### src/design/pfc_pkg.sv
package pfc_pkg;

    // Clock and switching timing
    localparam int          CLK_HZ         = 25_000_000;
    localparam int          CLK_PERIOD_NS  = 40;
    localparam int          SWITCH_HZ      = 100_000;
    localparam int          MIN_OFF_NS     = 400;
    localparam int          MAX_DUTY_PCT   = 95;
    localparam logic [7:0]  PERIOD_CYC     = 8'(CLK_HZ / SWITCH_HZ);
    localparam logic [7:0]  MIN_OFF_CYC    = 8'((MIN_OFF_NS + CLK_PERIOD_NS - 1) / CLK_PERIOD_NS);
    localparam logic [7:0]  MAX_ON_CYC     = 8'((CLK_HZ / SWITCH_HZ) * MAX_DUTY_PCT / 100);

    // Register byte offsets
    localparam logic [3:0]  CTRL_OFS       = 4'h0;
    localparam logic [3:0]  STATUS_OFS     = 4'h4;
    localparam logic [3:0]  CYCLE_OFS      = 4'h8;

    // Control field positions and reset values
    localparam int          CTRL_RUN_BIT   = 0;
    localparam int          SOFT_TRIM_LSB  = 8;
    localparam int          WIN_TRIM_LSB   = 16;
    localparam logic        RUN_RST        = 1'b1;
    localparam logic [7:0]  SOFT_TRIM_RST  = 8'h14;
    localparam logic [7:0]  WIN_TRIM_RST   = 8'h0a;

    // Cycle register field positions
    localparam int          CYC_CNT_LSB    = 0;
    localparam int          CYC_LAST_LSB   = 8;

    // Comparator results entering the block
    typedef struct packed {
        logic supply_lockout;
        logic input_brownout_guard;
        logic open_loop_guard;
        logic peak_current_limit;
        logic overvoltage_guard;
        logic overvoltage_soft;
        logic window_high;
        logic window_low;
        logic ramp_crossing_comparator;
    } sense_t;

    localparam int          SENSE_W        = $bits(sense_t);

    // Latch and mode state reported in status
    typedef struct packed {
        logic on_latch;
        logic limit_latch;
        logic gate;
        logic ramp_discharge;
        logic standby;
    } pwm_state_t;

    typedef enum logic [0:0] {
        ST_STANDBY = 1'b0,
        ST_RUN     = 1'b1
    } run_state_t;

endpackage

### src/design/bit_sync.sv
`timescale 1ns/1ps

module bit_sync #(
    parameter int W = 1
) (
    // Clock and reset
    input  wire logic         clk_sys,
    input  wire logic         rst_n,
    // Data
    input  wire logic [W-1:0] d,
    output logic      [W-1:0] q
);

    logic [W-1:0] stage1;

    always_ff @(posedge clk_sys or negedge rst_n) begin
        if (!rst_n) begin
            stage1 <= '0;
            q      <= '0;
        end else begin
            stage1 <= d;
            q      <= stage1;
        end
    end

endmodule

### src/design/pfc_pwm_gate_logic.sv
// Local design decisions: the Avalon-MM slave port and the address map.
`timescale 1ns/1ps

module pfc_pwm_gate_logic #(
    parameter logic [7:0] PERIOD  = pfc_pkg::PERIOD_CYC,
    parameter logic [7:0] MIN_OFF = pfc_pkg::MIN_OFF_CYC,
    parameter logic [7:0] MAX_ON  = pfc_pkg::MAX_ON_CYC
) (
    // Clock and reset
    input  wire logic            clk_sys,
    input  wire logic            rst_n,
    // Comparator inputs
    input  wire pfc_pkg::sense_t sense_in,
    // Avalon-MM slave
    input  wire logic [3:0]      avs_address,
    input  wire logic            avs_read,
    input  wire logic            avs_write,
    input  wire logic [31:0]     avs_writedata,
    input  wire logic [3:0]      avs_byteenable,
    output logic      [31:0]     avs_readdata,
    output logic                 avs_waitrequest,
    // Gate driver and analog controls
    output logic                 gate_drive,
    output logic                 ramp_discharge,
    output logic                 standby_mode
);

    if (PERIOD < 8'h04 || MIN_OFF == 8'h00 || MAX_ON == 8'h00 || {1'b0, MIN_OFF} + {1'b0, MAX_ON} > {1'b0, PERIOD})
    begin : g_param_check
        $error("pfc_pwm_gate_logic: cycle counts cannot be served");
    end

    // Synchronised comparator results
    pfc_pkg::sense_t          sense_s;
    logic [pfc_pkg::SENSE_W-1:0] sense_q;

    bit_sync #(
        .W       (pfc_pkg::SENSE_W)
    ) u_sync (
        .clk_sys (clk_sys),
        .rst_n   (rst_n),
        .d       (sense_in),
        .q       (sense_q)
    );

    assign sense_s = pfc_pkg::sense_t'(sense_q);

    // Control register
    logic                     run_enable;
    logic [7:0]               soft_trim;
    logic [7:0]               win_trim;

    // Cycle timing
    logic [7:0]               cnt;
    logic [7:0]               on_cnt;
    logic [7:0]               last_on;
    logic                     on_latch;
    logic                     limit_latch;
    pfc_pkg::run_state_t      run_state;

    wire                      cycle_wrap    = (cnt == PERIOD - 8'h01);
    wire  [7:0]               next_cnt      = cycle_wrap ? 8'h00 : cnt + 8'h01;
    wire                      next_min_off  = (next_cnt < MIN_OFF);

    // Fault and standby
    wire                      fault         = sense_s.supply_lockout | sense_s.input_brownout_guard
                                              | sense_s.open_loop_guard;
    pfc_pkg::run_state_t      next_state;

    always_comb begin
        next_state = run_state;
        unique case (run_state)
            pfc_pkg::ST_STANDBY: begin
                if (!fault && cycle_wrap) begin
                    next_state = pfc_pkg::ST_RUN;
                end
            end
            pfc_pkg::ST_RUN: begin
                if (fault) begin
                    next_state = pfc_pkg::ST_STANDBY;
                end
            end
        endcase
    end

    wire                      next_run      = (next_state == pfc_pkg::ST_RUN);

    // End of allowed on window, shortened by soft overvoltage and window high
    wire  [8:0]               max_end       = {1'b0, MIN_OFF} + {1'b0, MAX_ON};
    wire  [8:0]               soft_cut      = sense_s.overvoltage_soft ? {1'b0, soft_trim} : 9'h000;
    wire  [8:0]               win_cut       = sense_s.window_high ? {1'b0, win_trim} : 9'h000;
    wire  [9:0]               cut_sum       = {1'b0, soft_cut} + {1'b0, win_cut};
    wire                      cut_floor     = ({1'b0, max_end} <= cut_sum + {2'b00, MIN_OFF});
    wire  [8:0]               end_cnt       = cut_floor ? {1'b0, MIN_OFF} : 9'(max_end - cut_sum[8:0]);

    // Latches: minimum off pulse wins over every set
    wire                      set_on        = sense_s.ramp_crossing_comparator | sense_s.window_low;
    wire                      next_on_latch = next_min_off ? 1'b0 : (on_latch | set_on);
    wire                      next_limit    = next_min_off ? 1'b0 : (limit_latch | sense_s.peak_current_limit);

    wire                      allow_next    = run_enable & next_run & ~fault & ~next_min_off
                                              & ({1'b0, next_cnt} < end_cnt)
                                              & ~sense_s.overvoltage_guard & ~sense_s.supply_lockout;
    wire                      next_gate     = allow_next & next_on_latch & ~next_limit;
    wire                      next_ramp_dis = next_min_off | ~next_run;

    wire  [7:0]               next_on_cnt   = cycle_wrap ? 8'h00 : (gate_drive ? on_cnt + 8'h01 : on_cnt);
    wire  [7:0]               on_total      = gate_drive ? on_cnt + 8'h01 : on_cnt;

    always_ff @(posedge clk_sys or negedge rst_n) begin
        if (!rst_n) begin
            cnt            <= 8'h00;
            run_state      <= pfc_pkg::ST_STANDBY;
            on_latch       <= 1'b0;
            limit_latch    <= 1'b0;
            gate_drive     <= 1'b0;
            ramp_discharge <= 1'b1;
            standby_mode   <= 1'b1;
            on_cnt         <= 8'h00;
            last_on        <= 8'h00;
        end else begin
            cnt            <= next_cnt;
            run_state      <= next_state;
            on_latch       <= next_on_latch;
            limit_latch    <= next_limit;
            gate_drive     <= next_gate;
            ramp_discharge <= next_ramp_dis;
            standby_mode   <= ~next_run;
            on_cnt         <= next_on_cnt;
            if (cycle_wrap) begin
                last_on    <= on_total;
            end
        end
    end

    // Avalon-MM slave, one wait state on every access
    wire                      bus_req       = avs_read | avs_write;
    wire                      bus_take      = bus_req & avs_waitrequest;
    wire                      bus_done      = bus_req & ~avs_waitrequest;
    wire                      sel_ctrl      = (avs_address == pfc_pkg::CTRL_OFS);
    wire                      sel_status    = (avs_address == pfc_pkg::STATUS_OFS);
    wire                      sel_cycle     = (avs_address == pfc_pkg::CYCLE_OFS);
    wire                      ctrl_wr       = bus_done & avs_write & sel_ctrl;

    pfc_pkg::pwm_state_t      pwm_state;

    assign pwm_state = '{on_latch:       on_latch,
                         limit_latch:    limit_latch,
                         gate:           gate_drive,
                         ramp_discharge: ramp_discharge,
                         standby:        standby_mode};

    wire  [31:0]              ctrl_word     = {8'h00, win_trim, soft_trim, 7'h00, run_enable};
    wire  [31:0]              status_word   = {18'h00000, sense_s, pwm_state};
    wire  [31:0]              cycle_word    = {16'h0000, last_on, cnt};
    wire  [31:0]              rd_mux        = sel_ctrl   ? ctrl_word
                                            : sel_status ? status_word
                                            : sel_cycle  ? cycle_word
                                            : 32'h00000000;

    always_ff @(posedge clk_sys or negedge rst_n) begin
        if (!rst_n) begin
            avs_waitrequest <= 1'b1;
            avs_readdata    <= 32'h00000000;
        end else begin
            avs_waitrequest <= ~bus_take;
            if (bus_take && avs_read) begin
                avs_readdata <= rd_mux;
            end
        end
    end

    always_ff @(posedge clk_sys or negedge rst_n) begin
        if (!rst_n) begin
            run_enable <= pfc_pkg::RUN_RST;
            soft_trim  <= pfc_pkg::SOFT_TRIM_RST;
            win_trim   <= pfc_pkg::WIN_TRIM_RST;
        end else if (ctrl_wr) begin
            if (avs_byteenable[0]) begin
                run_enable <= avs_writedata[pfc_pkg::CTRL_RUN_BIT];
            end
            if (avs_byteenable[1]) begin
                soft_trim  <= avs_writedata[pfc_pkg::SOFT_TRIM_LSB +: 8];
            end
            if (avs_byteenable[2]) begin
                win_trim   <= avs_writedata[pfc_pkg::WIN_TRIM_LSB +: 8];
            end
        end
    end
endmodule

### config.mk
export PLATFORM = sky130hd
export DESIGN_NAME = pfc_pwm_gate_logic
export DESIGN_NICKNAME = d
export VERILOG_FILES = /design/src/design/pfc_pkg.sv /design/src/design/bit_sync.sv /design/src/design/pfc_pwm_gate_logic.sv
export SDC_FILE = /design/constraint.sdc
export NUM_CORES = 1
export LEC_CHECK = 0
export CORE_ASPECT_RATIO = 0.8
export CORE_UTILIZATION = 34
export DETAILED_ROUTE_END_ITERATION = 16
export DONT_BUFFER_PORTS = 1
export PLACE_DENSITY = 0.58
export SLEW_MARGIN = 20
export SYNTH_ARGS = -nofsm -noshare
export SYNTH_HDL_FRONTEND = slang
export SYNTH_SLANG_ARGS = --single-unit
### constraint.sdc
create_clock -name clk_sys -period 5 [get_ports clk_sys]
set_input_delay 0.25 -clock clk_sys [delete_from_list [all_inputs] [get_ports clk_sys]]
set_output_delay 0.25 -clock clk_sys [all_outputs]
set_load 0.005 [all_outputs]
### Yosys cells after proc, flatten, opt, wreduce, memory -nomap -nowiden

Cells that the tools add are included.

| storage, ports and cells | value |
|---|---|
| output and inout bits | 36 |
| bits in registers | 98 |

| operators by class | value |
|---|---|
| reduce and logical (&&, ||, !) cells | 7 |
| add/subtract/negate cells | 5 |
| order comparisons | 3 |
| mux-type cells | 14 |
| equal/unequal tests | 3 |
| bitwise operators | 28 |

Operators with widths:

| kind | number |
|---|---|
| $mux W8 | 5 |
| $mux W16 | 2 |
| $mux W24 | 1 |
| $add A8 B1 Y8 const B | 2 |
| $and A1 B1 Y1 | 12 |
| $add A9 B4 Y10 const B | 1 |
| $le A8 B10 Y1 const A | 1 |
| $add A8 B8 Y9 | 1 |
| $lt A8 B9 Y1 | 1 |
| $mux W9 | 1 |
| $not A1 Y1 | 9 |
| $sub A8 B9 Y9 const A | 1 |
| $eq A8 B8 Y1 const B | 1 |
| $lt A8 B4 Y1 const B | 1 |
| $or A1 B1 Y1 | 7 |
| $reduce_and A2 Y1 | 3 |
| $eq A4 B3 Y1 const B | 1 |
| $eq A4 B4 Y1 const B | 1 |
| $logic_not A4 Y1 | 1 |
| $mux W1 | 4 |
| $logic_and A1 B1 Y1 | 2 |
| $pmux W1 S2 | 1 |
| $logic_not A1 Y1 | 1 |

### Longest topological paths before layout

Gate-level depths: netlist of the first run.

| logic depth | value |
|---|---|
| depth after elaboration | 14 |
| gate-level depth with buffers | 22 |

### By module

Synthesis of the first run repeated with hierarchy kept, for this count alone.

| second synthesis, totals | value |
|---|---|
| cell total of the unflattened synthesis | 425 |
| area, all modules | 4516.8 µm² |

Modules (own cells, without submodules):

| module | times used | sequential area each (µm²) | area an instance (µm²) | cells an instance |
|---|---|---|---|---|
| pfc_pwm_gate_logic | 1 | 1811.7 | 4066.4 | 407 |
| bit_sync | 1 | 450.4 | 450.4 | 18 |

### Worst setup path before layout of the first run

Ideal clock, no wire load.

| timing | value |
|---|---|
| kind | flip-flop to flip-flop |
| start point | register u_sync.q[2] |
| end point | register gate_drive |
| data arrival time | 4.193 ns |
| required time | 4.877 ns |
| clock period less this slack | 4.316 ns |
| path buffers | 0 |
| cell stages (with the launch flop) | 22 |
| setup slack | 0.684 ns |
| library setup time | 0.123 ns |
| cell sequence | dfrtp_1 and2_1 ha_1 fa_1 nand3_1 a21oi_1 nor2_2 ha_1 inv_1 a211oi_1 a31oi_1 a31o_2 a211oi_2 o22ai_4 and2_1 ha_1 o211ai_1 a31oi_1 o21ai_0 nor2b_1 a31o_2 o221a_1 |

| on the way | value |
|---|---|
| longest elaborated chain between the ends | 11 |

Ends and longest elaborated chain:

| what | RTL line | RTL |
|---|---|---|
| start: declaration | bit_sync.sv:11 | `output logic [W-1:0] q` |
| start signal: assignment | bit_sync.sv:22 | `q <= stage1;` |
| $mux W8 * | pfc_pwm_gate_logic.sv:91 | `wire [8:0] win_cut = sense_s.window_high ? {1'b0, win_trim} : 9'h000;` |
| $add A8 B8 Y9 * | pfc_pwm_gate_logic.sv:92 | `wire [9:0] cut_sum = {1'b0, soft_cut} + {1'b0, win_cut};` |
| $add A9 B4 Y10 | pfc_pwm_gate_logic.sv:93 | `wire cut_floor = ({1'b0, max_end} <= cut_sum + {2'b00, MIN_OFF});` |
| $le A8 B10 Y1 | pfc_pwm_gate_logic.sv:93 |  |
| $mux W9 * | pfc_pwm_gate_logic.sv:94 | `wire [8:0] end_cnt = cut_floor ? {1'b0, MIN_OFF} : 9'(max_end - cut_sum[8:0]);` |
| $lt A8 B9 Y1 * | pfc_pwm_gate_logic.sv:102 | `& ({1'b0, next_cnt} < end_cnt)` |
| $and A1 B1 Y1 * | pfc_pwm_gate_logic.sv:102 |  |
| $and A1 B1 Y1 * (2 in series) | pfc_pwm_gate_logic.sv:103 | `& ~sense_s.overvoltage_guard & ~sense_s.supply_lockout;` |
| $and A1 B1 Y1 * (2 in series) | pfc_pwm_gate_logic.sv:104 | `wire next_gate = allow_next & next_on_latch & ~next_limit;` |
| net next_gate | pfc_pwm_gate_logic.sv:104 |  |
| end signal: assignment | pfc_pwm_gate_logic.sv:126 | `gate_drive <= next_gate;` |
| end: declaration | pfc_pwm_gate_logic.sv:23 | `output logic gate_drive,` |

Mark *: on every way through the listed nets, which the timed path passes. The rest lies on a longest branch.
A chain may end at the register's enable or synchronous reset.

### Final worst setup path of the first run

| timing | value |
|---|---|
| start point | register u_sync.q[3] |
| end point | register gate_drive |

| on the way | value |
|---|---|
| longest elaborated chain between the ends | 11 |

Ends and longest elaborated chain:

| what | RTL line | RTL |
|---|---|---|
| $mux W8 * | pfc_pwm_gate_logic.sv:90 | `wire [8:0] soft_cut = sense_s.overvoltage_soft ? {1'b0, soft_trim} : 9'h000;` |
| $add A8 B8 Y9 * | pfc_pwm_gate_logic.sv:92 |  |
| $add A9 B4 Y10 | pfc_pwm_gate_logic.sv:93 |  |
| $le A8 B10 Y1 | pfc_pwm_gate_logic.sv:93 |  |
| $mux W9 * | pfc_pwm_gate_logic.sv:94 |  |
| $lt A8 B9 Y1 * | pfc_pwm_gate_logic.sv:102 |  |
| $and A1 B1 Y1 * | pfc_pwm_gate_logic.sv:102 |  |
| $and A1 B1 Y1 * (2 in series) | pfc_pwm_gate_logic.sv:103 |  |
| $and A1 B1 Y1 * (2 in series) | pfc_pwm_gate_logic.sv:104 |  |
| net next_gate | pfc_pwm_gate_logic.sv:104 |  |

Marks and branches as above.

==> results_dict.tcl, run 1 <==
set metrics [dict create \
    synth_area_leader_cell "sky130_fd_sc_hd__dfrtp_1" \
    syn_area_sq_um 4500 \
    synth.area.top_cells "sky130_fd_sc_hd__dfrtp_1, sky130_fd_sc_hd__ha_1, sky130_fd_sc_hd__dfstp_2, sky130_fd_sc_hd__mux2_2, sky130_fd_sc_hd__nand2_1" \
    globalplace.congestion 0.839 \
    wl_final_um 10000 \
    post-route-util_pct 40.1 \
    path_clk_slew_ns 0.06 \
    route.vias.total 3228 \
    grt_first_pass_wirelength_um 16700 \
    dr.pass1.iters 4 \
    power_per_cell_area_nw_per_um2 330 \
    worst_pin_slew_ns 0.665 \
    finalNetCount 522 \
    postSynth.asyncResetShare_pct 100 \
    numCtsBuffers 9 \
    critical_path.reg2reg.startpoint "u_sync.q[3]" \
    grt_util_all_layers_pct 16.0 \
    hold_viol_final 0 \
    post-synth-top-count-cell "sky130_fd_sc_hd__dfrtp_1" \
    reg2reg_depth 21 \
    tritoncts "built" \
    yosysWarningCount 0 \
    max_stage_delay_cell_worst_path "sky130_fd_sc_hd__dfrtp_2" \
    route.detailed.drc 0 \
    worst_slew_margin_rel_pct 55.5 \
    route.detailed.wl_per_inst_um 16.0 \
    rows 37 \
    data_arrival_critical_path_ns 4.90 \
    dieArea_sq_um 13700 \
    ys_top_cells_by_count "sky130_fd_sc_hd__dfrtp_1, sky130_fd_sc_hd__nand2_1, sky130_fd_sc_hd__nor2_1, sky130_fd_sc_hd__o21ai_0" \
    vias_per_cell 5.15 \
    reg2reg_slack_ns 0.37 \
    synth_edf_count 0 \
    initial_core_util_pct 35.0 \
    finalSetupViolations 0 \
    worstPathMaxFanout 9 \
    hpwl_um 7220 \
    crit_required_ns 5.27 \
    total_power_mw 1.70 \
    power.leakage_nw 2.23 \
    final_layout_setup_total_negative_slack_ns 0 \
    hold_class "in -> reg" \
    dp_worst_setup_slack_ns 0.187 \
    cts_num_sinks 90 \
    clk-insertion-delay-late_ns 0.34 \
    placeableCoreArea_sq_um 12900 \
    floorplan.io_pins 89 \
    final_worst_clock_skew_ns 0.00581 \
    h_tree_levels 3 \
    post-route-min-period_ns 4.63 \
    rsz_0062_raised_after_global_routing "false" \
    post-route-period-util_pct 92.6 \
    grt_overflow 0 \
    path_common_cell "sky130_fd_sc_hd__ha_1" \
    placement.io_buffers 0 \
    first_iter_violations 243 \
    vdd.ir_drop.worst_v 0.000241 \
    synth_top_area_share_pct 45.6 \
    path_cells "and2_1 > ha_1 > a211oi_2 > nor3b_1 > nor2_1 > ha_1 > inv_1 > a211oi_1 > a31oi_1 > a31o_2 > a211oi_4 > o22ai_4 > and2_1 > ha_1 > a211o_1 > o211ai_1 > a31oi_1 > o21ai_0 > nor2b_1 > a31o_2 > o221a_1" \
    largest_net_degree_at_the_start_of_global_routing 91 \
    postSynthAreaPerCell_sq_um 10.4 \
    final_layout_size_suffix_gt1_share_pct 16.2 \
    crit_path_start "u_sync.q[3]" \
    crit-reg2reg-capture "gate_drive" \
    die_y_um 105 \
    timing.final.ws_setup_ns 0.371 \
    ys_seq_elements 90 \
    type_of_element_launching_the_critical_path "flip-flop" \
    die-width_um 131 \
    critPathCaptureType "flip-flop" \
    synthDistinctLibCells 64 \
    achievable-frequency_ghz 0.216 \
    areaGrowthSynthToFinish_pct 14.7 \
    result_of_the_run "complete, no violations" \
    clock-root-buffer "sky130_fd_sc_hd__clkbuf_16" \
    synth.yosys.seq_area_share_pct 50.3 \
    maxSlewViolCount 0 \
    ys.flop_type "sky130_fd_sc_hd__dfrtp_1" \
    clock_tree.buffer_depth 2 \
    initial_antenna_violation_count 0 \
    critical-path-max-stage-delay_ns 0.46 \
    max-cap-violations 0 \
    fin_hold_ws_ns 0.0609 \
    critical_path.endpoint "gate_drive" \
    criticalPathCategory "reg -> reg" \
    first_global_vias 3244 \
    drtAntennaViolNets 0 \
    netlist_instances 434 \
    antenna-diode-count 0 \
]
## layout make-up
class / count / area (sq um)
fill: 1279 / 7700
tap: 175 / 219
clock buffer: 11 / 233
timing repair buffer: 20 / 200
multi-input combinational: 317 / 2140
inverter: 9 / 33.8
clock inverter: 5 / 78.8
sequential: 90 / 2260
## cells in the final DEF (no fill, tap or decap), types with 3 or more instances in the layout
cell type	count
sky130_fd_sc_hd__dfstp_2	8
sky130_fd_sc_hd__a22o_1	7
sky130_fd_sc_hd__nand2b_1	3
sky130_fd_sc_hd__clkbuf_16	9
sky130_fd_sc_hd__nor2_1	39
sky130_fd_sc_hd__conb_1	8
sky130_fd_sc_hd__a31oi_1	4
sky130_fd_sc_hd__xnor2_1	10
sky130_fd_sc_hd__o21ai_0	30
sky130_fd_sc_hd__xor2_1	7
sky130_fd_sc_hd__dfrtp_1	80
sky130_fd_sc_hd__buf_4	7
sky130_fd_sc_hd__inv_1	9
sky130_fd_sc_hd__ha_1	21
sky130_fd_sc_hd__nand2_1	47
sky130_fd_sc_hd__and2_1	18
sky130_fd_sc_hd__mux2_2	17
sky130_fd_sc_hd__a22oi_1	9
sky130_fd_sc_hd__and3_1	3
sky130_fd_sc_hd__nand3_1	9
sky130_fd_sc_hd__a21oi_1	21
sky130_fd_sc_hd__dlygate4sd3_1	12
sky130_fd_sc_hd__nand4_1	4
sky130_fd_sc_hd__nor3_1	7
## per-layer routing
layer	global-route usage [%]	vias to the layer above	routed length, um
met5	0	-	0
met2	24.5	74	4740
li1	-	1543	-
met4	4.68	0	150
met3	3.69	13	442
met1	22.4	1598	4680
## flip-flops by register name, summed over array words and instances, names as in the netlist, 8 cells and up
signal and count:
avs_readdata 24, cnt 8, last_on 8, on_cnt 8, soft_trim 8, u_sync.q 9, u_sync.stage1 9, win_trim 8
## where the power goes
| part | internal, mW | total (mW) | switching, mW |
|---|---|---|---|
| Clock | 0.438 | 0.711 | 0.273 |
| Sequential | 0.769 | 0.799 | 0.0306 |
| Combinational | 0.0823 | 0.192 | 0.110 |
## how the worst min path moves through the flow
stage,from,slack (ns),to,cells past startpoint
6_report,avs_writedata[0],0.06,run_enable,1
3_5_place_dp,rst_n,-0.04,win_trim[5],0
3_3_place_gp,rst_n,-0.04,avs_readdata[21],0
2_1_floorplan,rst_n,-0.05,avs_readdata[0],0
5_1_grt,avs_writedata[18],0.05,win_trim[2],1
4_1_cts,avs_writedata[0],0.04,run_enable,1
## kinds of logic (layout without fill, tap and decap cells)
logic type | count (synthesis) | after routing | synth area share, %
compound gates | 99 | 99 | 15.0
buf+inv | 34 | 45 | 3.50
flops | 90 | 90 | 50.3
xor+xnor | 18 | 18 | 3.67
other cells | 1 | 8 | 0.0833
simple gates | 152 | 152 | 16.7
mux | 18 | 18 | 4.47
fa+ha+maj | 22 | 22 | 6.28
## critical path, delay by kind of cell, from the launching register on
kind,cells,cell delay (ns)
compound gates,12,2.20
flops,1,0.46
buf+inv,1,0.07
fa+ha+maj,3,0.76
simple gates,5,1.07
## what timing repair did
action / CTS / global route
setup buffers: 0 / 2
resized for setup: 0 / 5
hold buffers: 13 / 0
hold endpoints to repair: 100 / 0
setup endpoints to repair: 0 / 1
## metrics by stage
stage	instance area (sq um)	std cells
final	5160	627
after global routing	5160	627
after CTS	5130	625
after detailed placement	4670	596
after global placement	4670	596
after floorplan	4530	441
No activity file was read; power rests on OpenSTA's default activity.
==> inputs of run 2 (changes only) <==
--- a/config.mk
+++ b/config.mk
@@ -10,6 +10,7 @@
 export DETAILED_ROUTE_END_ITERATION = 16
 export DONT_BUFFER_PORTS = 1
 export PLACE_DENSITY = 0.58
+export REMOVE_ABC_BUFFERS = 1
 export SLEW_MARGIN = 20
 export SYNTH_ARGS = -nofsm -noshare
 export SYNTH_HDL_FRONTEND = slang
==> run 2 against run 1 <==
  * Cell count up 0.32%
  * Worst setup slack worse by 0.094 ns
  * Maximum frequency down 2.0%
  * Via count down 2.2%
  * Clock-buffer cell count up 2
  * Clock power down 6.9%
  * Critical endpoint unchanged
  * Largest cell class unchanged
==> results_dict.tcl, run 2 (synthesized netlist as in run 1, its figures left out) <==
set metrics [dict create \
    placeableCoreArea_sq_um 12900 \
    critical_path.reg2reg.startpoint "u_sync.q[2]" \
    global_route_met1_usage_pct 21.4 \
    grt_util_all_layers_pct 16.2 \
    share_comb_of_total_power_pct 11.6 \
    worst-path-stages 22 \
    worst_hold_path.endpoint "soft_trim[5]" \
    dr.pass1.iters 4 \
    type_of_element_launching_the_critical_path "flip-flop" \
    multi_input_area_sq_um 2130 \
    hold_viol_final 0 \
    hpwl_um 7110 \
    max-cap-violations 0 \
    finalSetupViolations 0 \
    vias_per_cell 5.02 \
    post-route-period-util_pct 94.5 \
    globalplace.congestion 0.817 \
    grt_max_usage_layer "met2" \
    grt_use_met3_pct 5.73 \
    dieArea_sq_um 13700 \
    grt_overflow 0 \
    hold_class "in -> reg" \
    layout.cells.most_common "sky130_fd_sc_hd__dfrtp_1" \
    result_of_the_run "complete, no violations" \
    final_layout_setup_total_negative_slack_ns 0 \
    crit_family "compound AO/OA/AOI/OAI gates" \
    power_per_cell_area_nw_per_um2 320 \
    fin_hold_ws_ns 0.0461 \
    share_seq_of_total_power_pct 48.3 \
    worstPathMaxFanout 8 \
    floorplan.io_pins 89 \
    clock-root-buffer "sky130_fd_sc_hd__clkbuf_16" \
    die-width_um 131 \
    worst_slew_margin_rel_pct 64.0 \
    globalRouteMet2Util_pct 24.3 \
    maxSlewViolCount 0 \
    cts_num_sinks 90 \
    fillCellCount 1311 \
    rows 37 \
    final_cell_mix "sky130_fd_sc_hd__dfrtp_1, sky130_fd_sc_hd__nand2_1, sky130_fd_sc_hd__nor2_1" \
    hold_path_cells 1 \
    first_global_vias 3330 \
    antenna-diode-count 0 \
    initial_core_util_pct 35.0 \
    route.detailed.wl_per_inst_um 15.9 \
    clock_tree.buffer_depth 2 \
    p_int_mw 1.24 \
    finalNetCount 524 \
    h_tree_levels 3 \
    vdd.ir_drop.worst_v 0.000183 \
    grt_first_pass_wirelength_um 16900 \
    data_arrival_critical_path_ns 5.01 \
    path_cells "buf_4 > and2_1 > ha_1 > a211oi_2 > nor3b_1 > nor2_2 > ha_1 > inv_1 > a211oi_1 > a31oi_1 > a31o_2 > a211oi_2 > o22ai_4 > and2_1 > ha_1 > a211o_1 > o211ai_1 > a31oi_1 > o21ai_0 > nor2b_1 > a31o_2 > o221a_1" \
    achievable-frequency_ghz 0.212 \
    route.vias.total 3156 \
    path_common_cell "sky130_fd_sc_hd__ha_1" \
    clk-insertion-delay-late_ns 0.35 \
    critPathCaptureType "flip-flop" \
    worstHoldStart "avs_writedata[13]" \
    crit-reg2reg-capture "gate_drive" \
    critical-path-max-stage-delay_ns 0.41 \
    reg2reg_slack_ns 0.28 \
    registers_with_the_most_flip_flops "avs_readdata x24, u_sync.q x9, u_sync.stage1 x9" \
    reg2reg_depth 22 \
    path_clk_slew_ns 0.06 \
    criticalPathCategory "reg -> reg" \
    crit_buf_inv 2 \
    worst_pin_slew_ns 0.539 \
    route.detailed.drc 0 \
    top_register_by_number_of_flip_flops "avs_readdata" \
    post-route-min-period_ns 4.72 \
    first_iter_violations 235 \
    numCtsBuffers 9 \
    wl_final_um 9980 \
    final_layout_size_suffix_gt1_share_pct 15.6 \
    die_y_um 105 \
    max_stage_delay_cell_worst_path "sky130_fd_sc_hd__dfrtp_1" \
    initial_antenna_violation_count 0 \
    area.sequential_sq_um 2260 \
    final_worst_clock_skew_ns 0.00493 \
    switching_power_of_the_nets_uw 410 \
    tritoncts "built" \
    p_sw_share_pct 24.9 \
    largest_reg_flops 24 \
    crit_required_ns 5.28 \
    largest_net_degree_at_the_start_of_global_routing 91 \
    power.share.clock_pct 40.1 \
    power.leakage_nw 2.22 \
    drtAntennaViolNets 0 \
    areaGrowthSynthToFinish_pct 14.3 \
    crit_path_start "u_sync.q[2]" \
    placement.io_buffers 0 \
]
==> run 2: cell types whose count changed in the layout (fill, tap and decap cells not counted), sizes merged <==
cell and change:
buf +2, bufinv -1, inv -1, clkbuf +2, clkinv -1, clkinvlp +1
==> run 2: worst max path at each step <==
stage	to
2_1_floorplan	gate_drive
3_3_place_gp	gate_drive
3_5_place_dp	gate_drive
4_1_cts	gate_drive
5_1_grt	gate_drive
6_report	gate_drive
==> run 2: power groups by stage <==
stage / logic [mW] / clock network [mW] / registers, mW
2_1_floorplan: 0.126 / 0 / 0.798
3_3_place_gp: 0.155 / 0 / 0.809
3_5_place_dp: 0.160 / 0 / 0.810
4_1_cts: 0.187 / 0.681 / 0.797
5_1_grt: 0.218 / 0.711 / 0.800
6_report: 0.191 / 0.662 / 0.796
==> run 2: cell type report <==
class / instances / area share [%]
repair buffers: 22 / 4.18
multi-input cells: 317 / 41.4
clock inverters: 3 / 0.827
clock buffers: 13 / 4.67
well taps: 175 / 4.26
flip-flops and latches: 90 / 44.0
inverters: 9 / 0.657
==> run 2: per-stage QoR <==
step / util (%) / total power, mW / instances / worst slack [ns] / cell area (sq um)
2_1_floorplan: - / 0.924 / 416 / 0.684 / 4400
6_report: 40.0 / 1.65 / 629 / 0.277 / 5140
4_1_cts: 39.8 / 1.67 / 627 / 0.0962 / 5120
3_3_place_gp: 36.4 / 0.964 / 598 / 0.321 / 4690
5_1_grt: 40.0 / 1.73 / 629 / -0.0141 / 5140
3_5_place_dp: 36.4 / 0.971 / 598 / 0.130 / 4690
==> run 2: per-layer routing <==
| metal | part of all wire, % | up-vias |
|---|---|---|
| li1 | - | 1547 |
| met1 | 46 | 1534 |
| met2 | 46 | 63 |
| met3 | 6.0 | 12 |
| met4 | 1.6 | 0 |
| met5 | 0 | - |
==> run 2: timing repair <==
action	CTS	global route
gates resized for setup	0	3
setup endpoints to repair	0	1
buffers inserted	0	2
hold buffers	13	0
hold endpoints to repair	100	0
